<file path="src/cxf_pkg.sv">
// Package of constants, register map and state types for the CAN transceiver control core.
package cxf_pkg;

    // -------------------------------------------------------------------
    // Timing and log FIFO size
    // -------------------------------------------------------------------
    localparam int unsigned CLK_PERIOD_PS   = 5000;
    localparam int unsigned DOM_TIMEOUT_US  = 1000;
    localparam int unsigned DOM_TIMEOUT_CYC = (DOM_TIMEOUT_US * 1000000) / CLK_PERIOD_PS;
    localparam int unsigned FIFO_DEPTH      = 4;
    localparam int unsigned FIFO_WIDTH      = 8;

    // -------------------------------------------------------------------
    // Register map, byte addresses
    // -------------------------------------------------------------------
    localparam logic [3:0] ADDR_CTRL   = 4'h0;
    localparam logic [3:0] ADDR_STATUS = 4'h4;
    localparam logic [3:0] ADDR_EVENT  = 4'h8;
    localparam logic [3:0] ADDR_RXLOG  = 4'hC;

    localparam int unsigned CTRL_LISTEN_FORCE = 0;
    localparam int unsigned CTRL_TO_DISABLE   = 1;
    localparam logic [31:0] CTRL_RESET        = 32'h0000_0000;

    localparam int unsigned EV_TIMEOUT = 0;
    localparam int unsigned EV_UV      = 1;
    localparam int unsigned EV_OT      = 2;
    localparam int unsigned EV_OVF     = 3;

    localparam logic [31:0] UNMAPPED_RD = 32'hDEAD_0000;

    // -------------------------------------------------------------------
    // Modes, Gray coded along off, active, listen
    // -------------------------------------------------------------------
    typedef enum logic [1:0] {
        CXF_OFF    = 2'b00,
        CXF_ACTIVE = 2'b01,
        CXF_LISTEN = 2'b11,
        CXF_FAULT  = 2'b10
    } cxf_mode_t;

endpackage

</file>
<file path="src/cxf_fifo.sv">
// Small valid/ready FIFO that buffers received bus-level samples for software.
`timescale 1ns/1ps
module cxf_fifo #(
    parameter int unsigned WIDTH = 8,
    parameter int unsigned DEPTH = 4
) (
    input  wire logic             mclk_i,
    input  wire logic             sys_rst_i,
    input  wire logic             in_valid_i,
    output logic                  in_ready_o,
    input  wire logic [WIDTH-1:0] in_data_i,
    output logic                  out_valid_o,
    input  wire logic             out_ready_i,
    output logic      [WIDTH-1:0] out_data_o
);
    localparam int unsigned AW = (DEPTH > 1) ? $clog2(DEPTH) : 1;

    logic [WIDTH-1:0] mem [DEPTH];
    logic [AW-1:0]    wr_ptr;
    logic [AW-1:0]    rd_ptr;
    logic [AW:0]      count;
    logic [AW-1:0]    next_wr_ptr;
    logic [AW-1:0]    next_rd_ptr;
    logic [AW:0]      next_count;
    logic             push;
    logic             pop;

    function automatic logic [AW-1:0] bump(input logic [AW-1:0] p);
        bump = (p == AW'(DEPTH - 1)) ? '0 : p + AW'(1);
    endfunction

    assign in_ready_o  = (count != (AW+1)'(DEPTH));
    assign out_valid_o = (count != '0);
    assign out_data_o  = mem[rd_ptr];
    assign push        = in_valid_i && in_ready_o;
    assign pop         = out_valid_o && out_ready_i;

    always_comb begin
        next_wr_ptr = push ? bump(wr_ptr) : wr_ptr;
        next_rd_ptr = pop ? bump(rd_ptr) : rd_ptr;
        next_count  = count;
        if (push && !pop) begin
            next_count = count + (AW+1)'(1);
        end else if (pop && !push) begin
            next_count = count - (AW+1)'(1);
        end
    end

    always_ff @(posedge mclk_i) begin
        if (sys_rst_i) begin
            wr_ptr <= '0;
            rd_ptr <= '0;
            count  <= '0;
        end else begin
            wr_ptr <= next_wr_ptr;
            rd_ptr <= next_rd_ptr;
            count  <= next_count;
        end
    end

    always_ff @(posedge mclk_i) begin
        if (push) begin
            mem[wr_ptr] <= in_data_i;
        end
    end

    chk_fifo_no_overfill: assert property (@(posedge mclk_i) disable iff (sys_rst_i)
        count <= (AW+1)'(DEPTH)) else $error("fifo count above depth");
endmodule

</file>
<file path="src/cxf_core.sv">
// Control core of a high-speed CAN transceiver: modes, driver command, receive output and fail-safes.
//
// Chosen here: the placing of the registers and the Avalon-MM interface to the registers.
`timescale 1ns/1ps
module cxf_core
    import cxf_pkg::*;
#(
    parameter int unsigned TIMEOUT_CYC = DOM_TIMEOUT_CYC,
    parameter int unsigned SYNC_STAGES = 2
) (
    input  wire logic        mclk_i,
    input  wire logic        sys_rst_i,
    // Protocol controller side; pin pulls are resolved by the pad, undriven TXD arrives high.
    input  wire logic        txd_i,
    input  wire logic        mode_sel_i,
    input  wire logic        pwr_en_i,
    output logic             rxd_o,
    output logic             rxd_oe_o,
    // Analog front end.
    input  wire logic        bus_dominant_i,
    input  wire logic        vcc_low_i,
    input  wire logic        io_supply_low_level_i,
    input  wire logic        over_temp_i,
    output logic             drv_dominant_o,
    output logic             drv_enable_o,
    output logic             rx_enable_o,
    // Avalon-MM slave.
    input  wire logic [3:0]  avs_address_i,
    input  wire logic        avs_read_i,
    input  wire logic        avs_write_i,
    input  wire logic [31:0] avs_writedata_i,
    input  wire logic [3:0]  avs_byteenable_i,
    output logic [31:0]      avs_readdata_o,
    output logic             avs_waitrequest_o
);
    // -------------------------------------------------------------------
    // Input synchronisers
    // -------------------------------------------------------------------
    // Reset values follow the safe pin defaults: TXD recessive, S and EN low.
    logic [SYNC_STAGES-1:0] txd_sync;
    logic [SYNC_STAGES-1:0] sel_sync;
    logic [SYNC_STAGES-1:0] en_sync;
    logic                   txd_s;
    logic                   sel_s;
    logic                   en_s;

    always_ff @(posedge mclk_i) begin
        if (sys_rst_i) begin
            txd_sync <= '1;
            sel_sync <= '0;
            en_sync  <= '0;
        end else begin
            txd_sync <= {txd_sync[SYNC_STAGES-2:0], txd_i};
            sel_sync <= {sel_sync[SYNC_STAGES-2:0], mode_sel_i};
            en_sync  <= {en_sync[SYNC_STAGES-2:0], pwr_en_i};
        end
    end

    assign txd_s = txd_sync[SYNC_STAGES-1];
    assign sel_s = sel_sync[SYNC_STAGES-1];
    assign en_s  = en_sync[SYNC_STAGES-1];

    // -------------------------------------------------------------------
    // Registers
    // -------------------------------------------------------------------
    logic [31:0] ctrl;
    logic [31:0] next_ctrl;
    logic [3:0]  events;
    logic [3:0]  next_events;
    logic        ack;
    logic        next_ack;
    logic [31:0] rdata;
    logic [31:0] next_rdata;

    // -------------------------------------------------------------------
    // Mode and fail-safe state
    // -------------------------------------------------------------------
    cxf_mode_t   mode;
    cxf_mode_t   next_mode;
    logic [31:0] dom_cnt;
    logic [31:0] next_dom_cnt;
    logic        to_trip;
    logic        next_to_trip;
    logic        ot_latch;
    logic        next_ot_latch;
    logic        txd_prev;
    logic        uv;
    logic        to_en;

    assign uv    = vcc_low_i || io_supply_low_level_i;
    assign to_en = !ctrl[CTRL_TO_DISABLE];

    function automatic cxf_mode_t pick_mode(input logic en, input logic sel, input logic low, input logic frc);
        if (low) begin
            pick_mode = CXF_FAULT;
        end else if (!en) begin
            pick_mode = CXF_OFF;
        end else if (sel || frc) begin
            pick_mode = CXF_LISTEN;
        end else begin
            pick_mode = CXF_ACTIVE;
        end
    endfunction

    always_comb begin
        next_mode     = pick_mode(en_s, sel_s, uv, ctrl[CTRL_LISTEN_FORCE]);
        next_dom_cnt  = dom_cnt;
        next_to_trip  = to_trip;
        next_ot_latch = ot_latch;
        if (txd_s) begin
            next_dom_cnt = '0;
            next_to_trip = 1'b0;
        end else if (txd_prev) begin
            next_dom_cnt = 32'd1;
        end else if (dom_cnt < TIMEOUT_CYC) begin
            next_dom_cnt = dom_cnt + 32'd1;
        end else if (to_en) begin
            next_to_trip = 1'b1;
        end
        if (over_temp_i) begin
            next_ot_latch = 1'b1;
        end else if (txd_s) begin
            next_ot_latch = 1'b0;
        end
    end

    always_ff @(posedge mclk_i) begin
        if (sys_rst_i) begin
            mode     <= CXF_OFF;
            dom_cnt  <= '0;
            to_trip  <= 1'b0;
            ot_latch <= 1'b0;
            txd_prev <= 1'b1;
        end else begin
            mode     <= next_mode;
            dom_cnt  <= next_dom_cnt;
            to_trip  <= next_to_trip;
            ot_latch <= next_ot_latch;
            txd_prev <= txd_s;
        end
    end

    // -------------------------------------------------------------------
    // Pin outputs
    // -------------------------------------------------------------------
    logic next_drv_dom;
    logic next_drv_en;
    logic next_rx_en;
    logic next_rxd;

    always_comb begin
        next_rx_en   = (mode == CXF_ACTIVE) || (mode == CXF_LISTEN);
        next_drv_en  = next_rx_en && !ot_latch;
        // Mode lags the synchronised pins by one flop, so the next mode gates the driver as well;
        // otherwise a change of mode select together with transmit data leaks one dominant cycle.
        next_drv_dom = (mode == CXF_ACTIVE) && (next_mode == CXF_ACTIVE)
                       && !txd_s && !to_trip && !ot_latch;
        next_rxd     = next_rx_en ? !bus_dominant_i : 1'b1;
    end

    always_ff @(posedge mclk_i) begin
        if (sys_rst_i) begin
            drv_dominant_o <= 1'b0;
            drv_enable_o   <= 1'b0;
            rx_enable_o    <= 1'b0;
            rxd_oe_o       <= 1'b0;
            rxd_o          <= 1'b1;
        end else begin
            drv_dominant_o <= next_drv_dom;
            drv_enable_o   <= next_drv_en;
            rx_enable_o    <= next_rx_en;
            rxd_oe_o       <= next_rx_en;
            rxd_o          <= next_rxd;
        end
    end

    // -------------------------------------------------------------------
    // Receive log FIFO
    // -------------------------------------------------------------------
    // Each change of receive level while receive is enabled is logged; a full FIFO drops the sample and flags an overflow.
    logic                  log_valid;
    logic                  log_ready;
    logic [FIFO_WIDTH-1:0] log_data;
    logic                  log_out_valid;
    logic                  log_pop;
    logic [FIFO_WIDTH-1:0] log_out_data;
    logic                  rxd_prev;

    assign log_valid = next_rx_en && (next_rxd != rxd_prev);
    assign log_data  = FIFO_WIDTH'({mode, to_trip, ot_latch, next_rxd});
    assign log_pop   = ack && avs_read_i && (avs_address_i == ADDR_RXLOG);

    always_ff @(posedge mclk_i) begin
        if (sys_rst_i) begin
            rxd_prev <= 1'b1;
        end else begin
            rxd_prev <= next_rxd;
        end
    end

    cxf_fifo #(
        .WIDTH (FIFO_WIDTH),
        .DEPTH (FIFO_DEPTH)
    ) u_log (
        .mclk_i      (mclk_i),
        .sys_rst_i   (sys_rst_i),
        .in_valid_i  (log_valid),
        .in_ready_o  (log_ready),
        .in_data_i   (log_data),
        .out_valid_o (log_out_valid),
        .out_ready_i (log_pop),
        .out_data_o  (log_out_data)
    );

    // -------------------------------------------------------------------
    // Avalon-MM slave: one wait cycle, answer at the second edge
    // -------------------------------------------------------------------
    logic [3:0] hw_ev;
    logic       req;

    assign req   = (avs_read_i || avs_write_i) && !ack;
    assign hw_ev = {log_valid && !log_ready, ot_latch, uv, to_trip};

    function automatic logic [31:0] merge(input logic [31:0] old, input logic [31:0] wd, input logic [3:0] be);
        for (int i = 0; i < 4; i++) begin
            merge[i*8 +: 8] = be[i] ? wd[i*8 +: 8] : old[i*8 +: 8];
        end
    endfunction

    always_comb begin
        next_ack    = req;
        next_ctrl   = ctrl;
        next_events = events;
        next_rdata  = rdata;
        if (ack && avs_write_i && avs_address_i == ADDR_CTRL) begin
            next_ctrl = merge(ctrl, avs_writedata_i, avs_byteenable_i) & 32'h0000_0003;
        end
        if (ack && avs_write_i && avs_address_i == ADDR_EVENT && avs_byteenable_i[0]) begin
            next_events = events & ~avs_writedata_i[3:0];
        end
        next_events = next_events | hw_ev; // Set wins over clear.
        if (req && avs_read_i) begin
            case (avs_address_i)
                ADDR_CTRL:   next_rdata = ctrl;
                ADDR_STATUS: next_rdata = {24'h00_0000, 1'b0, log_out_valid, uv, over_temp_i,
                                           to_trip, ot_latch, mode};
                ADDR_EVENT:  next_rdata = {28'h000_0000, events};
                ADDR_RXLOG:  next_rdata = {23'h00_0000, log_out_valid, log_out_data};
                default:     next_rdata = UNMAPPED_RD;
            endcase
        end
    end

    always_ff @(posedge mclk_i) begin
        if (sys_rst_i) begin
            ack    <= 1'b0;
            ctrl   <= CTRL_RESET;
            events <= '0;
            rdata  <= '0;
        end else begin
            ack    <= next_ack;
            ctrl   <= next_ctrl;
            events <= next_events;
            rdata  <= next_rdata;
        end
    end

    // Waitrequest is high by default so a request always sees one wait cycle.
    always_ff @(posedge mclk_i) begin
        if (sys_rst_i) begin
            avs_waitrequest_o <= 1'b1;
            avs_readdata_o    <= '0;
        end else begin
            avs_waitrequest_o <= !next_ack;
            avs_readdata_o    <= next_rdata;
        end
    end

    // -------------------------------------------------------------------
    // Checks
    // -------------------------------------------------------------------
    chk_listen_recessive: assert property (@(posedge mclk_i) disable iff (sys_rst_i)
        mode == CXF_LISTEN |=> !drv_dominant_o) else $error("dominant driven in listen-only");
    chk_listen_entry: assert property (@(posedge mclk_i) disable iff (sys_rst_i)
        en_s && (sel_s || ctrl[CTRL_LISTEN_FORCE]) |=> !drv_dominant_o)
        else $error("dominant driven on entry to listen-only");
    chk_off_floats: assert property (@(posedge mclk_i) disable iff (sys_rst_i)
        mode == CXF_OFF |=> !rxd_oe_o && !drv_enable_o) else $error("outputs driven in off mode");
    chk_uv_off: assert property (@(posedge mclk_i) disable iff (sys_rst_i)
        uv |=> ##1 !drv_enable_o && !rx_enable_o) else $error("undervoltage did not switch off");
    chk_active_drive: assert property (@(posedge mclk_i) disable iff (sys_rst_i)
        mode == CXF_ACTIVE && next_mode == CXF_ACTIVE && !txd_s && !to_trip && !ot_latch |=> drv_dominant_o)
        else $error("active mode failed to drive dominant");
    chk_rxd_follow: assert property (@(posedge mclk_i) disable iff (sys_rst_i)
        (mode == CXF_ACTIVE || mode == CXF_LISTEN) |=> rxd_o == !$past(bus_dominant_i))
        else $error("receive output does not follow bus");
    chk_timeout_trip: assert property (@(posedge mclk_i) disable iff (sys_rst_i)
        to_en && !txd_s && dom_cnt == TIMEOUT_CYC && $stable(ctrl) |=> to_trip)
        else $error("timeout did not trip");
    chk_timer_clear: assert property (@(posedge mclk_i) disable iff (sys_rst_i)
        txd_s |=> dom_cnt == 0 && !to_trip) else $error("timer not cleared on recessive");
    chk_timer_start: assert property (@(posedge mclk_i) disable iff (sys_rst_i)
        txd_prev && !txd_s |=> dom_cnt == 1) else $error("timer not started");
    chk_ot_hold: assert property (@(posedge mclk_i) disable iff (sys_rst_i)
        over_temp_i |=> ot_latch ##1 !drv_enable_o) else $error("overtemperature did not cut drivers");
    chk_bus_ack: assert property (@(posedge mclk_i) disable iff (sys_rst_i)
        req |=> !avs_waitrequest_o) else $error("bus answer late");

    cov_timeout: cover property (@(posedge mclk_i) disable iff (sys_rst_i) $rose(to_trip));
    cov_listen: cover property (@(posedge mclk_i) disable iff (sys_rst_i) mode == CXF_LISTEN);
    cov_ot_recover: cover property (@(posedge mclk_i) disable iff (sys_rst_i) $fell(ot_latch));
    cov_log_full: cover property (@(posedge mclk_i) disable iff (sys_rst_i) log_valid && !log_ready);
endmodule

</file>
<file path="config.mk">
export PLATFORM = sky130hd
export DESIGN_NAME = cxf_core
export DESIGN_NICKNAME = d
export VERILOG_FILES = /design/src/cxf_pkg.sv /design/src/cxf_fifo.sv /design/src/cxf_core.sv
export SDC_FILE = /design/constraint.sdc
export NUM_CORES = 1
export LEC_CHECK = 0
export BUFFER_PORTS_ARGS = -buffer_cell sky130_fd_sc_hd__buf_4
export CORE_UTILIZATION = 55
export CTS_BUF_LIST = sky130_fd_sc_hd__clkbuf_8
export DETAILED_ROUTE_END_ITERATION = 10
export GPL_TIMING_DRIVEN = 0
export PLACE_DENSITY_LB_ADDON = 0.08
export SLEW_MARGIN = 20
export SYNTH_ARGS = -nofsm -noshare
export SYNTH_HDL_FRONTEND = slang
export SYNTH_SLANG_ARGS = --single-unit
</file>
<file path="constraint.sdc">
create_clock -name mclk_i -period 2.7 [get_ports mclk_i]
set_input_delay 0.135 -clock mclk_i [delete_from_list [all_inputs] [get_ports mclk_i]]
set_output_delay 0.135 -clock mclk_i [all_outputs]
set_load 0.02 [all_outputs]
</file>
* After elaboration in Yosys (flattened, before gate mapping)
Memory sizes are Yosys's and may differ from the RTL's. A register that Yosys moved wholly into a read port is not among the register bits.
Cells that the tools add are included.
Widths: inputs -> output; s select.
** Storage, ports and cells
- Register bits after elaboration :: 94
- RAM bits :: 20
- Input port bits :: 51
- Output and inout bits :: 38
- Word-level logic and storage cells :: 103
- Memories kept :: 1
** Memory list
- u_log.mem :: depth 4, width 5, read ports 1, clocked after Yosys merged registers in 1, write ports 1, RTL line cxf_fifo.sv:18 : logic [WIDTH-1:0] mem [DEPTH];
** Operators by class
- Add/sub/neg operators :: 5
- $lt $le $gt $ge :: 1
- Equality and inequality tests :: 10
- Mux-type cells :: 18
- Bitwise logic cells :: 6
- Reductions and logical operators :: 41
** Operators with widths (count)
- $pmux 32 s4 :: 1
- $add 32x1->32 const B :: 1
- $lt 32x18->1 const B :: 1
- $logic_and 1x1->1 :: 19
- $mux 2 :: 7
- $logic_not 1->1 :: 9
- $eq 4x4->1 const B :: 2
- $mux 1 :: 7
- $eq 2x2->1 const B :: 3
- $mux 3 :: 2
- $reduce_bool 2->1 :: 3
- $add 2x1->2 const B :: 2
- $and 4x4->4 :: 1
- $eq 2x1->1 const B :: 2
- $eq 4x3->1 const B :: 1
- $logic_not 4->1 :: 1
- $logic_or 1x1->1 :: 4
- $mux 4 :: 1
- $not 4->4 :: 1
- $or 4x4->4 :: 1
- $add 3x1->3 const B :: 1
- $ne 3x3->1 const B :: 1
- $not 1->1 :: 3
- $reduce_and 3->1 :: 1
- other kinds (6) :: 6

* Depth between registers and ports, before layout
- Depth in word-level cells :: 10
- Mapped depth :: 10
- Depth with buffers taken out :: 10

* Modules after synthesis
A second synthesis with hierarchy kept.
** Unflattened totals
- Cells, all modules :: 386
- Area, all modules :: 4441.8 sq um
** Modules (own cells, without submodules)
- cxf_core :: instances 1, cells an instance 296, area an instance 2807.7 sq um, seq. area each 1301.2 sq um
- cxf_fifo :: instances 1, cells an instance 90, area an instance 1634.1 sq um, seq. area each 1141.1 sq um

* Worst setup path before layout
Ideal clock, no wire load.
- Path kind :: flip-flop to flip-flop
- Start point :: register rxd_prev
- End point :: register u_log.count[2]
- Setup time :: 0.070 ns
- Data arrival time :: 2.237 ns
- Data required time :: 2.630 ns
- Setup slack :: 0.393 ns
- Cell stages (with the launch flop) :: 10
- Clock period less this slack :: 2.307 ns
- Cell sequence :: dfxtp_1 xnor2_1 nand2_1 a21oi_1 ha_1 inv_1 fa_1 xor2_1 or3_1 a21oi_1
** On the way
- Word-level cells in the longest chain between the ends :: 6
- Elaborated cells on any way between the ends :: 8
** Ends and longest elaborated chain
- from (decl) :: RTL line cxf_core.sv:187 : logic rxd_prev;
- from (signal assigned) :: RTL line cxf_core.sv:197 : rxd_prev <= next_rxd;
- $ne 1x1->1 (*) :: RTL line cxf_core.sv:189 : assign log_valid = next_rx_en && (next_rxd != rxd_prev);
- $logic_and 1x1->1 (*) :: RTL line cxf_core.sv:189
- $logic_and 1x1->1 (*) :: RTL line cxf_fifo.sv:35 : assign push = in_valid_i && in_ready_o;
- named net u_log.push :: RTL line cxf_fifo.sv:25 : logic push;
- $logic_not 1->1 :: RTL line cxf_fifo.sv:44 : end else if (pop && !push) begin
- $logic_and 1x1->1 :: RTL line cxf_fifo.sv:44
- $reduce_bool 2->1 (no source line)
- to (signal assigned) :: RTL line cxf_fifo.sv:57 : count <= next_count;
- to (decl) :: RTL line cxf_fifo.sv:21 : logic [AW:0] count;
The timed path passes the listed nets; every way through them passes the cells marked *.
A chain may end at the register's enable or synchronous reset.

* Final worst setup path
- Start point :: input bus_dominant_i
- End point :: register u_log.count[2]
** On the way
- Word-level cells in the longest chain between the ends :: 8
- Elaborated cells on any way between the ends :: 10
** Ends and longest elaborated chain
- from (decl) :: RTL line cxf_core.sv:20 : input wire logic bus_dominant_i,
- $logic_not 1->1 (*) :: RTL line cxf_core.sv:158 : next_rxd = next_rx_en ? !bus_dominant_i : 1'b1;
- $mux 1 (*) :: RTL line cxf_core.sv:158
- $ne 1x1->1 (*) :: RTL line cxf_core.sv:189
- $logic_and 1x1->1 (*) :: RTL line cxf_core.sv:189
- $logic_and 1x1->1 (*) :: RTL line cxf_fifo.sv:35
- named net u_log.push :: RTL line cxf_fifo.sv:25
- $logic_not 1->1 :: RTL line cxf_fifo.sv:44
- $logic_and 1x1->1 :: RTL line cxf_fifo.sv:44
- $reduce_bool 2->1 (no source line)
Marks and branches as above.

==> results.cfg <==
[outcome]
status = complete, no violations

[pwr]
p_int_mw = 1.956
fin_total_pwr_mw = 2.553
power_density_nw_per_um2 = 545.2
netSwitchingFraction = 0.2339
seqPwrFrac = 0.567
switchingPower_uw = 597.2
pwr-share-comb = 0.073
ir_worst_vdd_mv = 0.4359
p_leak_nw = 1.848
clock_power_share = 0.359

[timing]
grt_setup_unrepaired = no
final_hold_viol_count = 0
fin_tns_setup_ns = 0
hold-worst-slack_ns = 0.03763
max_freq_ghz = 0.4088
worst_pin_slew_ns = 0.6714
finalSetupViolations = 0
slew_viol_final = 0
final.setup_skew_ns = 0.01133
finalCritPeriodShare = 0.9060
slew_headroom = 0.5490
fin_crit_ns = 2.446

[grt]
first_global_vias = 2527
grt_max_degree = 17
antenna_found_initial = 0
track_usage = 0.2041
grt_pass1_wl_um = 11590
gr-total-overflow = 0

[route]
drt_wl_total_um = 7134
viasPerCell = 5.039
drtIter0Drc = 91
ant_nets = 0
vias = 2726
top_layer = met4
wl_per_cell_um = 13.19
dr.pass1.iters = 4
wl_met1_um = 3350
route.met2.wl_um = 3428
wl_met3_um = 259
drcViolationCount = 0

[layout]
n_antenna_cell = 0
drive_above_1_share = 0.2449
final_cell_area_um2 = 4683
final_util = 0.6818
areaGrowthSynthToFinish_pct = 18.90
nFillCells = 542
final_nets = 499

[floorplan]
ios = 89
initial_core_util = 0.5734
coreArea_um2 = 6869
fp-row-count = 30
dieHeight_um = 86.63
die_x_um = 86.63
die_area_um2 = 7504

[critical_path]
crit_arrival_ns = 2.72
cp_slowest_cell = dlygate4sd3_1
crit_chain = dlygate4sd3_1, buf_4, xnor2_1, nand2_1, a21oi_2, ha_1, inv_1, fa_1, xor2_1, or3_1, a21oi_1
worst-path-max-fanout = 7
cpPeakStageDelay_ns = 0.54
crit_required_ns = 2.98
critPathKind = primary input to flip-flop
worstSetupStartpointType = primary input
crit_path_end_kind = flip-flop

[clock_network]
clk_pin_slew_ns = 0.09
cts.sink_count = 93
cts_root_buffer = clkbuf_8
clock_latency_ns = 0.35
cts_tree = built
post_cts_buffers = 0
clk_path_buf_depth = 2
h-tree-depth = 3
cts_buffers = 9

[logic_synthesis]
synth_cell_types = 47
synth_seq_cells = 93
ys.flop_type = dfxtp_1
synth_cells = 369
yosys_warnings = 0
netlist.area_leader.share = 0.3710
syn-mean-instance-area_um2 = 10.67
synth_top_cell_by_area = dfxtp_1
ys_seq_area_frac = 0.5235
synth_async_sr_flop_share = 0
synth-edff-count = 20
synth_area_leaders = dfxtp_1 (37%), edfxtp_1 (15%), nor2_1 (4.9%)
netlist_area_um2 = 3939

[placement]
io_buffers = 43
place_area_um2 = 4427
gp_congestion = 0.8060
dp_hpwl_um = 5259

[flow_run]
max-cap-violations = 0

[min_path]
min-delay-path-class = primary input to flip-flop
[routing by layer]
layer,up-vias,track usage
li1,1397,-
met2,69,0.3420
met1,1251,0.2593
met4,0,0.09394
met5,-,0
met3,9,0.03429
[worst paths after layout]
kind	slack (ns)	from	cells after the start	to
worst max-delay path	0.25	bus_dominant_i	11	u_log.count[2]$_SDFFE_PP0P_
worst min-delay path	0.04	avs_writedata_i[1]	3	ctrl[1]$_SDFFE_PP0P_
worst max register to register	0.26	u_log.count[0]$_SDFFE_PP0P_	10	u_log.count[2]$_SDFFE_PP0P_
worst min register to register	0.42	txd_sync[0]$_SDFF_PP1_	1	txd_sync[1]$_SDFF_PP1_
[cell usage in the layout (no fill, tap or decap), types with 9 or more instances in the layout]
master,instances
dfxtp_1,73
buf_4,67
nor2_1,51
nand2_1,21
edfxtp_1,20
and2_1,19
xnor2_1,15
a21oi_1,15
mux2i_1,13
conb_1,13
clkbuf_1,10
clkbuf_8,9
[registers in the layout, indices dropped and copies added (netlist names), 2 cells and up, named ones only]
signal	cells
avs_readdata_o	9
ctrl	2
dom_cnt	32
en_sync	2
events	4
mode	2
sel_sync	2
txd_sync	2
u_log.count	3
u_log.mem	20
u_log.rd_ptr	2
u_log.wr_ptr	2
[cells in the mapped netlist, drive strengths merged (8+ instances only)]
library cell / instances
buf: 29
nor2: 51
a2111oi: 10
dfxtp: 73
and2: 19
edfxtp: 20
inv: 8
nor2b: 8
xnor2: 15
mux2i: 13
nand2: 21
clkbuf: 10
a21oi: 17
[through the flow]
| stage | worst slack (ns) | instances |
|---|---|---|
| after floorplan | 0.3929 | 381 |
| after global placement | 0.1844 | 520 |
| after detailed placement | 0.1769 | 520 |
| after CTS | 0.04639 | 541 |
| after global routing | 0.05833 | 541 |
| final | 0.2539 | 541 |
[power groups by stage]
stage                     clock (mW)  sequential (mW)  combinational, mW
final                          0.918             1.45              0.187
after global routing           0.988             1.45              0.203
after CTS                      0.937             1.45              0.186
after detailed placement           0             1.48              0.180
after global placement             0             1.48              0.179
after floorplan                    0             1.48              0.107
[timing repair]
action,in CTS,in global routing
hold buffers,5,0
resized for setup,0,2
hold endpoints to repair,5,0
endpoints found under the setup margin,0,1
[cell type report]
type,count,area [µm²],area share
inverters,8,30.03,0.006412
clock inverters,7,73.82,0.01576
repair buffers,48,372.9,0.07962
well taps,96,120.1,0.02565
multi-input cells,241,1647,0.3516
clock buffers,9,123.9,0.02645
plain buffers,39,254.0,0.05423
flip-flops and latches,93,2062,0.4403
[worst max-delay path, delay by kind of cell]
| family | cells | cell delay (ns) |
|---|---|---|
| xor gates and xnor gates | 2 | 0.39 |
| buffers and inverters | 3 | 0.74 |
| adders and majority gates | 2 | 0.62 |
| and+or+nand+nor | 2 | 0.40 |
| AOI/OAI and AO/OA | 2 | 0.43 |
[kinds of logic after synthesis]
logic type	Yosys count	synth area share
and+or+nand+nor	139	0.1817
adders and majority gates	8	0.02732
muxes	18	0.06163
buffers and inverters	47	0.07211
DFF	93	0.5235
AOI/OAI and AO/OA	45	0.09276
other	1	0.0009521
xor gates and xnor gates	18	0.04003
No activity file was read; power rests on OpenSTA's default activity.
